## config.mk

```make
export PLATFORM = sky130hd
export DESIGN_NAME = pwmt_core
export DESIGN_NICKNAME = d
export VERILOG_FILES = /design/src/pwmt_pkg.sv /design/src/pwmt_edge_sync.sv /design/src/pwmt_core.sv
export SDC_FILE = /design/constraint.sdc
export NUM_CORES = 1
export LEC_CHECK = 0
export ABC_CLOCK_PERIOD_IN_PS = 4200
export BUFFER_PORTS_ARGS = -buffer_cell sky130_fd_sc_hd__buf_4
export CAP_MARGIN = 20
export CELL_PAD_IN_SITES_DETAIL_PLACEMENT = 0
export CELL_PAD_IN_SITES_GLOBAL_PLACEMENT = 1
export CORE_MARGIN = 2
export CORE_UTILIZATION = 49
export DETAILED_ROUTE_END_ITERATION = 8
export HOLD_SLACK_MARGIN = 0.08
export PLACE_DENSITY_LB_ADDON = 0.1
export SETUP_SLACK_MARGIN = 0.1
export SYNTH_ARGS = -nofsm -noshare
export SYNTH_HDL_FRONTEND = slang
export SYNTH_SLANG_ARGS = --single-unit
```

## constraint.sdc

```tcl
create_clock -name pclk -period 4.2 [get_ports pclk]
set_input_delay 0.21 -clock pclk [delete_from_list [all_inputs] [get_ports pclk]]
set_output_delay 0.21 -clock pclk [all_outputs]
set_load 0.03 [all_outputs]
```

## src/pwmt_pkg.sv

```systemverilog
// Purpose: Shared constants of the PWM timer run control and wave output
// Assumes: APB byte address is four times the register index
// Notes: Control bit positions and reset values live here; the core's control read-back and reset literals repeat them
package pwmt_pkg;
  localparam int ADDR_W = 18;
  localparam int DATA_W = 16;
  localparam logic [15:0] IDX_CA = 16'h5300;
  localparam logic [15:0] IDX_CB = 16'h5302;
  localparam logic [15:0] IDX_TC = 16'h5304;
  localparam logic [15:0] IDX_CTL = 16'h5306;
  localparam logic [15:0] IDX_IMSK = 16'h530a;
  localparam logic [15:0] IDX_IFLG = 16'h530c;
  localparam logic [17:0] ADDR_CA = {IDX_CA, 2'h0};
  localparam logic [17:0] ADDR_CB = {IDX_CB, 2'h0};
  localparam logic [17:0] ADDR_TC = {IDX_TC, 2'h0};
  localparam logic [17:0] ADDR_CTL = {IDX_CTL, 2'h0};
  localparam logic [17:0] ADDR_IMSK = {IDX_IMSK, 2'h0};
  localparam logic [17:0] ADDR_IFLG = {IDX_IFLG, 2'h0};
  localparam int CTL_RUN = 0;
  localparam int CTL_CLR = 1;
  localparam int CTL_WAVE_EN = 2;
  localparam int CTL_INV = 4;
  localparam int CTL_CBUF = 5;
  localparam int CTL_FINE = 6;
  localparam int CTL_IDLE = 8;
  localparam int IRQ_A = 0;
  localparam int IRQ_B = 1;
  localparam logic [15:0] CMP_RESET = 16'h0000;
  localparam logic [15:0] CNT_RESET = 16'h0000;
  localparam logic [15:0] CTL_WMASK = 16'h0175;
endpackage

```

## src/pwmt_edge_sync.sv

```systemverilog
// Purpose: Three-stage synchroniser with rise and fall pulses
// Assumes: Input is asynchronous to pclk
// Notes: A change counts once stages two and three agree
`timescale 1ns/1ps
module pwmt_edge_sync
(
  input wire logic pclk,
  input wire logic presetn,
  input wire logic async_in,
  output logic rise,
  output logic fall
);
  logic s1_reg;
  logic s2_reg;
  logic s3_reg;
  logic lvl_reg;

  // Stage one feeds stage two only
  always_ff @(posedge pclk or negedge presetn)
  begin
    if (!presetn)
    begin
      s1_reg <= 1'b0;
      s2_reg <= 1'b0;
      s3_reg <= 1'b0;
    end
    else
    begin
      s1_reg <= async_in;
      s2_reg <= s1_reg;
      s3_reg <= s2_reg;
    end
  end

  always_ff @(posedge pclk or negedge presetn)
  begin
    if (!presetn)
      lvl_reg <= 1'b0;
    else if (s2_reg == s3_reg)
      lvl_reg <= s3_reg;
  end

  assign rise = (s2_reg == s3_reg) && s3_reg && !lvl_reg;
  assign fall = (s2_reg == s3_reg) && !s3_reg && lvl_reg;
endmodule

```

## src/pwmt_core.sv

```systemverilog
// Purpose: 16-bit up-counting PWM timer with compare A/B wave output
// Assumes: Count clock arrives as a pin well below pclk/4
// Notes: APB slave with one wait state; registers at index times four
//
// The implementer's own choice: register access over APB.
`timescale 1ns/1ps
// Notes on behaviour
// - Run bit starts; stop keeps counter value
// - Clear plus run: clear first, then count
// - Compare A match raises cause, counting continues
// - Compare B match: cause, restart, load buffers
// - Enabled match causes interrupt request
// - Idle level select: 0 low, 1 high
// - Clear trigger forces output to idle
// - Invert flips waveform and idle level
// - Idle held until first compare A or B match
// - Output enable starts; disable returns idle
// - Low until past A, high; B clears low
// - Default mode transitions on rising count edge
// - Fine mode: A[15:1] vs counter[14:0]
// - Fine mode A zero behaves like default
// - Fine mode select, cleared at reset
// - Default mode A beyond B: only B matches, output low
// - Clear zeroes counter; counter directly writable
// - Buffer select routes compare writes to shadows
module pwmt_core
(
  input wire logic pclk,
  input wire logic presetn,
  input wire logic psel,
  input wire logic penable,
  input wire logic pwrite,
  input wire logic [pwmt_pkg::ADDR_W-1:0] paddr,
  input wire logic [31:0] pwdata,
  output logic [31:0] prdata,
  output logic pready,
  output logic pslverr,
  input wire logic count_clk_in,
  output logic timer_wave_out,
  output logic irq_req
);
  logic pready_reg;
  logic pslverr_reg;
  logic [31:0] prdata_reg;
  logic [15:0] counter_value_reg;
  logic [15:0] compare_a_value_reg;
  logic [15:0] compare_b_value_reg;
  logic [15:0] buf_a_reg;
  logic [15:0] buf_b_reg;
  logic counter_run_control_reg;
  logic wave_output_enable_reg;
  logic output_polarity_invert_reg;
  logic compare_buffer_select_reg;
  logic half_step_mode_select_reg;
  logic idle_level_select_reg;
  logic [1:0] irq_mask_reg;
  logic [1:0] irq_flag_reg;
  logic irq_reg;
  logic wave_reg;
  logic fall_pend_reg;
  logic hold_idle_reg;
  logic wave_pin_reg;
  logic cnt_rise;
  logic cnt_fall;
  logic wr;
  logic rd;
  logic ctl_wr;
  logic clr_wr;
  logic tc_wr;
  logic tick;
  logic match_a;
  logic match_b;
  logic idle_lvl;
  logic wave_lvl;
  logic [1:0] cause;

  function automatic logic hit(input logic [17:0] a, input logic [17:0] r);
    hit = (a == r);
  endfunction

  function automatic logic mapped(input logic [17:0] a);
    mapped = hit(a, pwmt_pkg::ADDR_CA) || hit(a, pwmt_pkg::ADDR_CB) ||
      hit(a, pwmt_pkg::ADDR_TC) || hit(a, pwmt_pkg::ADDR_CTL) ||
      hit(a, pwmt_pkg::ADDR_IMSK) || hit(a, pwmt_pkg::ADDR_IFLG);
  endfunction

  pwmt_edge_sync u_sync
  (
    .pclk(pclk),
    .presetn(presetn),
    .async_in(count_clk_in),
    .rise(cnt_rise),
    .fall(cnt_fall)
  );

  // Writes land at the edge where pready is high; reads are captured one edge earlier, while pready is low
  assign wr = psel && penable && pready_reg && pwrite;
  assign rd = psel && penable && !pready_reg && !pwrite;
  assign ctl_wr = wr && hit(paddr, pwmt_pkg::ADDR_CTL);
  assign clr_wr = ctl_wr && pwdata[pwmt_pkg::CTL_CLR];
  assign tc_wr = wr && hit(paddr, pwmt_pkg::ADDR_TC);
  assign tick = cnt_rise && counter_run_control_reg;
  assign match_b = counter_value_reg == compare_b_value_reg;
  // Fine mode compares the upper fifteen bits of A to the low counter bits
  assign match_a = half_step_mode_select_reg ?
    (compare_a_value_reg[15:1] == counter_value_reg[14:0]) :
    (compare_a_value_reg == counter_value_reg);
  assign idle_lvl = idle_level_select_reg ^ output_polarity_invert_reg;
  assign wave_lvl = wave_reg ^ output_polarity_invert_reg;
  assign cause = {tick && match_b, tick && match_a};

  always_ff @(posedge pclk or negedge presetn)
  begin
    if (!presetn)
    begin
      pready_reg <= 1'b0;
      pslverr_reg <= 1'b0;
      prdata_reg <= 32'h0000_0000;
    end
    else
    begin
      pready_reg <= psel && penable && !pready_reg;
      pslverr_reg <= psel && penable && !pready_reg && !mapped(paddr);
      if (rd)
      begin
        prdata_reg <= 32'h0000_0000;
        if (hit(paddr, pwmt_pkg::ADDR_CA))
          prdata_reg[15:0] <= compare_buffer_select_reg ?
            buf_a_reg : compare_a_value_reg;
        if (hit(paddr, pwmt_pkg::ADDR_CB))
          prdata_reg[15:0] <= compare_buffer_select_reg ?
            buf_b_reg : compare_b_value_reg;
        if (hit(paddr, pwmt_pkg::ADDR_TC))
          prdata_reg[15:0] <= counter_value_reg;
        if (hit(paddr, pwmt_pkg::ADDR_CTL))
          prdata_reg[15:0] <= {7'h00, idle_level_select_reg, 1'b0,
            half_step_mode_select_reg, compare_buffer_select_reg,
            output_polarity_invert_reg, 1'b0, wave_output_enable_reg,
            1'b0, counter_run_control_reg};
        if (hit(paddr, pwmt_pkg::ADDR_IMSK))
          prdata_reg[1:0] <= irq_mask_reg;
        if (hit(paddr, pwmt_pkg::ADDR_IFLG))
          prdata_reg[1:0] <= irq_flag_reg;
      end
    end
  end

  // Control register; the clear bit is a trigger and reads as zero
  always_ff @(posedge pclk or negedge presetn)
  begin
    if (!presetn)
    begin
      counter_run_control_reg <= 1'b0;
      wave_output_enable_reg <= 1'b0;
      output_polarity_invert_reg <= 1'b0;
      compare_buffer_select_reg <= 1'b0;
      half_step_mode_select_reg <= 1'b0;
      idle_level_select_reg <= 1'b0;
    end
    else if (ctl_wr)
    begin
      counter_run_control_reg <= pwdata[pwmt_pkg::CTL_RUN];
      wave_output_enable_reg <= pwdata[pwmt_pkg::CTL_WAVE_EN];
      output_polarity_invert_reg <= pwdata[pwmt_pkg::CTL_INV];
      compare_buffer_select_reg <= pwdata[pwmt_pkg::CTL_CBUF];
      half_step_mode_select_reg <= pwdata[pwmt_pkg::CTL_FINE];
      idle_level_select_reg <= pwdata[pwmt_pkg::CTL_IDLE];
    end
  end

  // Bus writes to the counter win over a count edge in the same cycle
  always_ff @(posedge pclk or negedge presetn)
  begin
    if (!presetn)
      counter_value_reg <= pwmt_pkg::CNT_RESET;
    else if (clr_wr)
      counter_value_reg <= pwmt_pkg::CNT_RESET;
    else if (tc_wr)
      counter_value_reg <= pwdata[15:0];
    else if (tick && match_b)
      counter_value_reg <= pwmt_pkg::CNT_RESET;
    else if (tick)
      counter_value_reg <= counter_value_reg + 16'h0001;
  end

  always_ff @(posedge pclk or negedge presetn)
  begin
    if (!presetn)
    begin
      compare_a_value_reg <= pwmt_pkg::CMP_RESET;
      compare_b_value_reg <= pwmt_pkg::CMP_RESET;
      buf_a_reg <= pwmt_pkg::CMP_RESET;
      buf_b_reg <= pwmt_pkg::CMP_RESET;
    end
    else
    begin
      if (wr && hit(paddr, pwmt_pkg::ADDR_CA))
      begin
        if (compare_buffer_select_reg)
          buf_a_reg <= pwdata[15:0];
        else
          compare_a_value_reg <= pwdata[15:0];
      end
      if (wr && hit(paddr, pwmt_pkg::ADDR_CB))
      begin
        if (compare_buffer_select_reg)
          buf_b_reg <= pwdata[15:0];
        else
          compare_b_value_reg <= pwdata[15:0];
      end
      // Shadow load on hardware or software counter reset
      if (compare_buffer_select_reg && ((tick && match_b) || clr_wr))
      begin
        compare_a_value_reg <= buf_a_reg;
        compare_b_value_reg <= buf_b_reg;
      end
    end
  end

  // Flags set only while enabled; set beats a write-one clear
  always_ff @(posedge pclk or negedge presetn)
  begin
    if (!presetn)
    begin
      irq_mask_reg <= 2'h0;
      irq_flag_reg <= 2'h0;
      irq_reg <= 1'b0;
    end
    else
    begin
      if (wr && hit(paddr, pwmt_pkg::ADDR_IMSK))
        irq_mask_reg <= pwdata[1:0];
      if (wr && hit(paddr, pwmt_pkg::ADDR_IFLG))
        irq_flag_reg <= (irq_flag_reg & ~pwdata[1:0]) |
          (cause & irq_mask_reg);
      else
        irq_flag_reg <= irq_flag_reg | (cause & irq_mask_reg);
      irq_reg <= |(irq_flag_reg & irq_mask_reg);
    end
  end

  // Raw wave: B match wins over A, so in default mode A beyond B never goes high
  always_ff @(posedge pclk or negedge presetn)
  begin
    if (!presetn)
    begin
      wave_reg <= 1'b0;
      fall_pend_reg <= 1'b0;
      hold_idle_reg <= 1'b1;
    end
    else if (clr_wr || !wave_output_enable_reg)
    begin
      wave_reg <= 1'b0;
      fall_pend_reg <= 1'b0;
      hold_idle_reg <= 1'b1;
    end
    else if (tick && match_b)
    begin
      wave_reg <= 1'b0;
      fall_pend_reg <= 1'b0;
      hold_idle_reg <= 1'b0;
    end
    else if (tick && match_a &&
      half_step_mode_select_reg && compare_a_value_reg[0])
      fall_pend_reg <= 1'b1;
    else if (tick && match_a)
    begin
      wave_reg <= 1'b1;
      hold_idle_reg <= 1'b0;
    end
    else if (cnt_fall && fall_pend_reg)
    begin
      // Half-step edge is taken on the count clock's falling edge
      wave_reg <= 1'b1;
      fall_pend_reg <= 1'b0;
      hold_idle_reg <= 1'b0;
    end
  end

  // Single output flop keeps the pin free of combining glitches
  always_ff @(posedge pclk or negedge presetn)
  begin
    if (!presetn)
      wave_pin_reg <= 1'b0;
    else if (wave_output_enable_reg && !hold_idle_reg)
      wave_pin_reg <= wave_lvl;
    else
      wave_pin_reg <= idle_lvl;
  end

  assign prdata = prdata_reg;
  assign pready = pready_reg;
  assign pslverr = pslverr_reg;
  assign timer_wave_out = wave_pin_reg;
  assign irq_req = irq_reg;

  AST_RUN_HOLD: assert property (@(posedge pclk) disable iff (!presetn)
    !counter_run_control_reg && !ctl_wr && !tc_wr
    |=> $stable(counter_value_reg))
    else $error("Counter moved while stopped");
  AST_CLR_RUN: assert property (@(posedge pclk) disable iff (!presetn)
    clr_wr && pwdata[pwmt_pkg::CTL_RUN]
    |=> counter_value_reg == 16'h0000 && counter_run_control_reg)
    else $error("Clear with run did not clear and run");
  AST_A_CONT: assert property (@(posedge pclk) disable iff (!presetn)
    tick && match_a && !match_b && !ctl_wr && !tc_wr
    |=> counter_value_reg == $past(counter_value_reg) + 16'h0001)
    else $error("Compare A match disturbed counting");
  AST_B_CLR: assert property (@(posedge pclk) disable iff (!presetn)
    tick && match_b && !tc_wr |=> counter_value_reg == 16'h0000)
    else $error("Compare B match did not restart counter");
  AST_IRQ: assert property (@(posedge pclk) disable iff (!presetn)
    cause[pwmt_pkg::IRQ_B] && irq_mask_reg[pwmt_pkg::IRQ_B]
    |=> ##1 irq_req)
    else $error("Enabled match gave no interrupt request");
  AST_IDLE: assert property (@(posedge pclk) disable iff (!presetn)
    !wave_output_enable_reg |=> timer_wave_out == $past(idle_lvl))
    else $error("Disabled output not at idle level");
  AST_CLR_IDLE: assert property (@(posedge pclk) disable iff (!presetn)
    clr_wr |=> ##1 timer_wave_out == $past(idle_lvl))
    else $error("Clear trigger did not force idle level");
  AST_FALL: assert property (@(posedge pclk) disable iff (!presetn)
    fall_pend_reg && cnt_fall && wave_output_enable_reg && !clr_wr &&
    !tick |=> wave_reg)
    else $error("Half-step edge missed");
  AST_A_GT_B: assert property (@(posedge pclk) disable iff (!presetn)
    !half_step_mode_select_reg && wave_output_enable_reg &&
    compare_a_value_reg > compare_b_value_reg &&
    counter_value_reg <= compare_b_value_reg && !wave_reg
    && !ctl_wr && !tc_wr |=> !wave_reg)
    else $error("Wave rose although A beyond B");

  COV_B_MATCH: cover property (@(posedge pclk) disable iff (!presetn)
    tick && match_b);
  COV_FINE: cover property (@(posedge pclk) disable iff (!presetn)
    fall_pend_reg && cnt_fall);
  COV_WAVE: cover property (@(posedge pclk) disable iff (!presetn)
    !timer_wave_out ##1 timer_wave_out);
endmodule

```

==> flow_metrics.env <==
export IMPL_outcome="completed"
export IMPL_dpl_cell_area_mm2=0.007664
export IMPL_yosysWarningCount=0
export IMPL_grt_pass1_wl_mm=33.54
export IMPL_report_final_slew_viol_count=0
export IMPL_cts_sink_count=117
export IMPL_netlist_instances=703
export IMPL_vias_in_the_first_global_route=5720
export IMPL_fin_ws_ns=1.076
export IMPL_leakage_component_of_the_power_nw=3.769
export IMPL_internal_reg_to_reg_setup_slack_ns=1.08
export IMPL_postCtsSetupBuffers=0
export IMPL_layout_cell_area_non_filler_mm2=0.008391
export IMPL_placement_rows=44
export IMPL_power_density_mw_per_mm2=357.5
export IMPL_cp_start_kind="flop"
export IMPL_grt_ovfl_total=0
export IMPL_cp_end_kind="flop"
export IMPL_num_vias=5856
export IMPL_worstPathArrival_ns=3.42
export IMPL_critical_path_slowest_cell="or3b_2"
export IMPL_dp_worst_setup_slack_ns=1.047
export IMPL_cts_htree_levels=4
export IMPL_ios=92
export IMPL_post_route_period_util_pct=74.38
export IMPL_synth_async_reset_ratio_pct=100.0
export IMPL_area_growth_synth_to_final_pct=17.69
export IMPL_initial_utilization_pct=49.62
export IMPL_hold_path_cell_count=3
export IMPL_grt_setup_unrepaired="no"
export IMPL_floorplan_core_area_mm2=0.01437
export IMPL_drt_iter0_markers=550
export IMPL_path_cells="ha_1, nand3b_1, buf_4, or4_1, or3b_2, o21ai_4, buf_4, a21oi_1, a221o_1"
export IMPL_worst_r2r_path_depth=9
export IMPL_detail_route_wirelength_met1_mm=9.460
export IMPL_worstMarginPinSlew_ns=1.006
export IMPL_final_setup_skew_ns=0.008211
export IMPL_hold_path_class="primary input to flop"
export IMPL_drt_pass1_iterations=5
export IMPL_fin_hold_viols=0
export IMPL_globalRouteTotalUtil_pct=28.37
export IMPL_fmax_mhz=320.1
export IMPL_yosys_cell_types_count=72
export IMPL_worst_path_max_fanout=13
export IMPL_clk_insertion_delay_late_ns=0.42
export IMPL_route_final_wire_length_mm=21.46
export IMPL_drive_gt1_share_pct=27.06
export IMPL_synth_top_cell_area_share_pct=40.72
export IMPL_critical_path_max_stage_delay_ns=0.54
export IMPL_drt_wirelength_per_cell_um=22.62
export IMPL_chipWidth_um=124.6
export IMPL_drc=0
export IMPL_route_met3_wl_mm=1.541
export IMPL_hpwl_mm=15.36
export IMPL_crit_path_frequent_cell="buf_4"
export IMPL_worst_endpoint_required_ns=4.49
export IMPL_critical_path_reg2reg_startpoint="u_sync.s2_reg"
export IMPL_finalPower_w=0.003000
export IMPL_max_cap_violations=0
export IMPL_design_die_area_mm2=0.01553
export IMPL_highest_layer="met4"
export IMPL_synth_seq_area_share_pct=41.08
export IMPL_fin_nets=811
export IMPL_synth_enable_flop_cells=0
export IMPL_cts_max_path_buffers=2
export IMPL_endpoint_worst_hold="pready"
export IMPL_ys_flop_type="dfrtp_1"
export IMPL_worstSetupPathType="flop to flop"
export IMPL_clk_pin_slew_worst_paths_ns=0.06
export IMPL_globalplace_congestion=0.9668
export IMPL_final_min_clock_period_ns=3.124
export IMPL_route_antenna_remaining_nets=0
export IMPL_placement_io_buffers=59
export IMPL_synth_top_cell_by_area="dfrtp_1"
export IMPL_n_antenna_cell=0
export IMPL_postSynthRegisterBits=117
export IMPL_setup_viol=0
export IMPL_holdCritStartpoint="penable"
export IMPL_ys_top_cells_by_area="dfrtp_1 (41%), mux2_2 (8.1%), xor2_1 (5.5%)"
export IMPL_die_height_um=124.6
export IMPL_cts_tree="built"
export IMPL_cts_made_buffers=17
export IMPL_reg2reg_to="compare_a_value_reg[13]"
export IMPL_route_met2_wl_mm=9.978
export IMPL_initial_antenna_violation_count=0
export IMPL_num_fill_cells=1230
export IMPL_largest_net_degree_at_the_start_of_global_routing=52
export IMPL_vdd_drop_max_uv=304.6
export IMPL_avgSynthCellArea_um2=10.14
export IMPL_viasPerCell=6.171
export IMPL_cts_root_buf="clkbuf_16"
export IMPL_totalNegativeSetupSlack_ns=0
export IMPL_worst_slew_margin_pct=32.42
export IMPL_netlist_area_mm2=0.007129
==> placed cells by master (no fill, tap or decap), drive strengths merged, types with 8 or more instances in the layout <==
cell,instances
dlygate4sd3,9
conb,16
o21ai,34
a32oi,12
a21oi,9
a221oi,12
nor4,18
buf,75
mux4,13
o31a,8
nand3,10
dfrtp,116
mux2i,9
a31oi,13
nand2,53
xor2,45
nand4,11
mux2,61
nor3,14
clkbuf,19
inv,34
nor2,46
==> synth_stat cells, types with 4 or more instances <==
cell      number
nor4_1        15
mux2i_1        9
buf_1          5
mux4_2        13
nand2_1       52
a221oi_1      12
dfrtp_1      116
nor2_1        46
o31ai_1        4
a31oi_1       13
nand4b_1       4
a221o_1        5
and2_1         6
inv_1         30
mux2_2        51
o31a_1         8
mux2_4        10
a211oi_1       7
clkbuf_1      39
buf_4         17
o32ai_1        4
nor2b_1        5
and4_1         4
a32oi_1       12
or2_2          5
nand2b_1       6
a21oi_1        9
buf_2          6
a22o_1         4
nand3b_1       4
o22ai_1        7
or3_1          7
a21o_1         4
nand3_1       10
o21ai_0       32
nor3_1        12
xor2_1        45
nand4_1       11
==> repair_timing <==
item,in CTS,in global routing
endpoints found under the hold margin,45,0
endpoints found under the setup margin,0,0
gates resized for setup,0,0
hold buffers,9,0
==> report_power, final <==
part,leakage [nW],switching [W],internal [W]
sequential,1.47,0.0000173,0.00116
combinational,2.00,0.000164,0.0000866
clock,0.297,0.000560,0.00102
total,3.77,0.000742,0.00226
==> per-layer routing <==
layer / up-vias / global-route usage, %
met3: 35 / 7.259
met2: 223 / 43.17
met1: 2929 / 39.60
li1: 2669 / -
met5: - / 0
met4: 0 / 9.716
==> cell families (layout without fill, tap and decap cells) <==
| kind of cell | Yosys count | count (layout) | synth area share, % |
|---|---|---|---|
| AOI/OAI and AO/OA | 144 | 144 | 14.74 |
| xor gates and xnor gates | 48 | 48 | 5.897 |
| adders and majority gates | 3 | 3 | 0.5266 |
| buffers and inverters | 100 | 147 | 6.476 |
| DFF | 117 | 117 | 41.08 |
| muxes | 83 | 83 | 15.53 |
| other | 1 | 16 | 0.05260 |
| and+or+nand+nor | 207 | 207 | 15.69 |
==> final cells by class <==
type	instances	area [µm²]	area share [%]
sequential	117	2930	34.92
inverter	31	116.4	1.387
clock buffer	19	442.9	5.279
tap	184	230.2	2.744
clock inverter	13	193.9	2.311
multi-input combinational	501	3824	45.57
timing repair buffer	84	653.1	7.784
==> how the worst max path moves through the flow <==
stage                  startpoint  slack, ns  depth (start not counted)                       to
floorplan                paddr[1]       1.62                          7   compare_a_value_reg[0]
global placement        paddr[13]       1.02                          7    counter_value_reg[11]
detailed placement      paddr[13]       1.05                          7     counter_value_reg[7]
CTS                 u_sync.s2_reg       1.08                          9  compare_a_value_reg[13]
global route        u_sync.s2_reg       0.94                          9  compare_a_value_reg[13]
finish              u_sync.s2_reg       1.08                          9  compare_a_value_reg[13]
==> critical path, delay by kind of cell (launching register included) <==
family                     cells  cell delay, ns
DFF                            1            0.37
buffers and inverters          2            0.47
adders and majority gates      1            0.21
AOI/OAI and AO/OA              3            0.81
and+or+nand+nor                3            1.14
==> metrics by stage <==
| step | hold slack [ns] | instances | utilization (%) |
|---|---|---|---|
| finish | 0.09639 | 949 | 58.39 |
| global route | 0.08125 | 949 | 58.39 |
| CTS | 0.08331 | 949 | 58.39 |
| detailed placement | 0.1706 | 908 | 53.34 |
| global placement | 0.1645 | 908 | 53.34 |
| floorplan | -0.08559 | 718 | - |
Power figures use the tool's default switching activity.
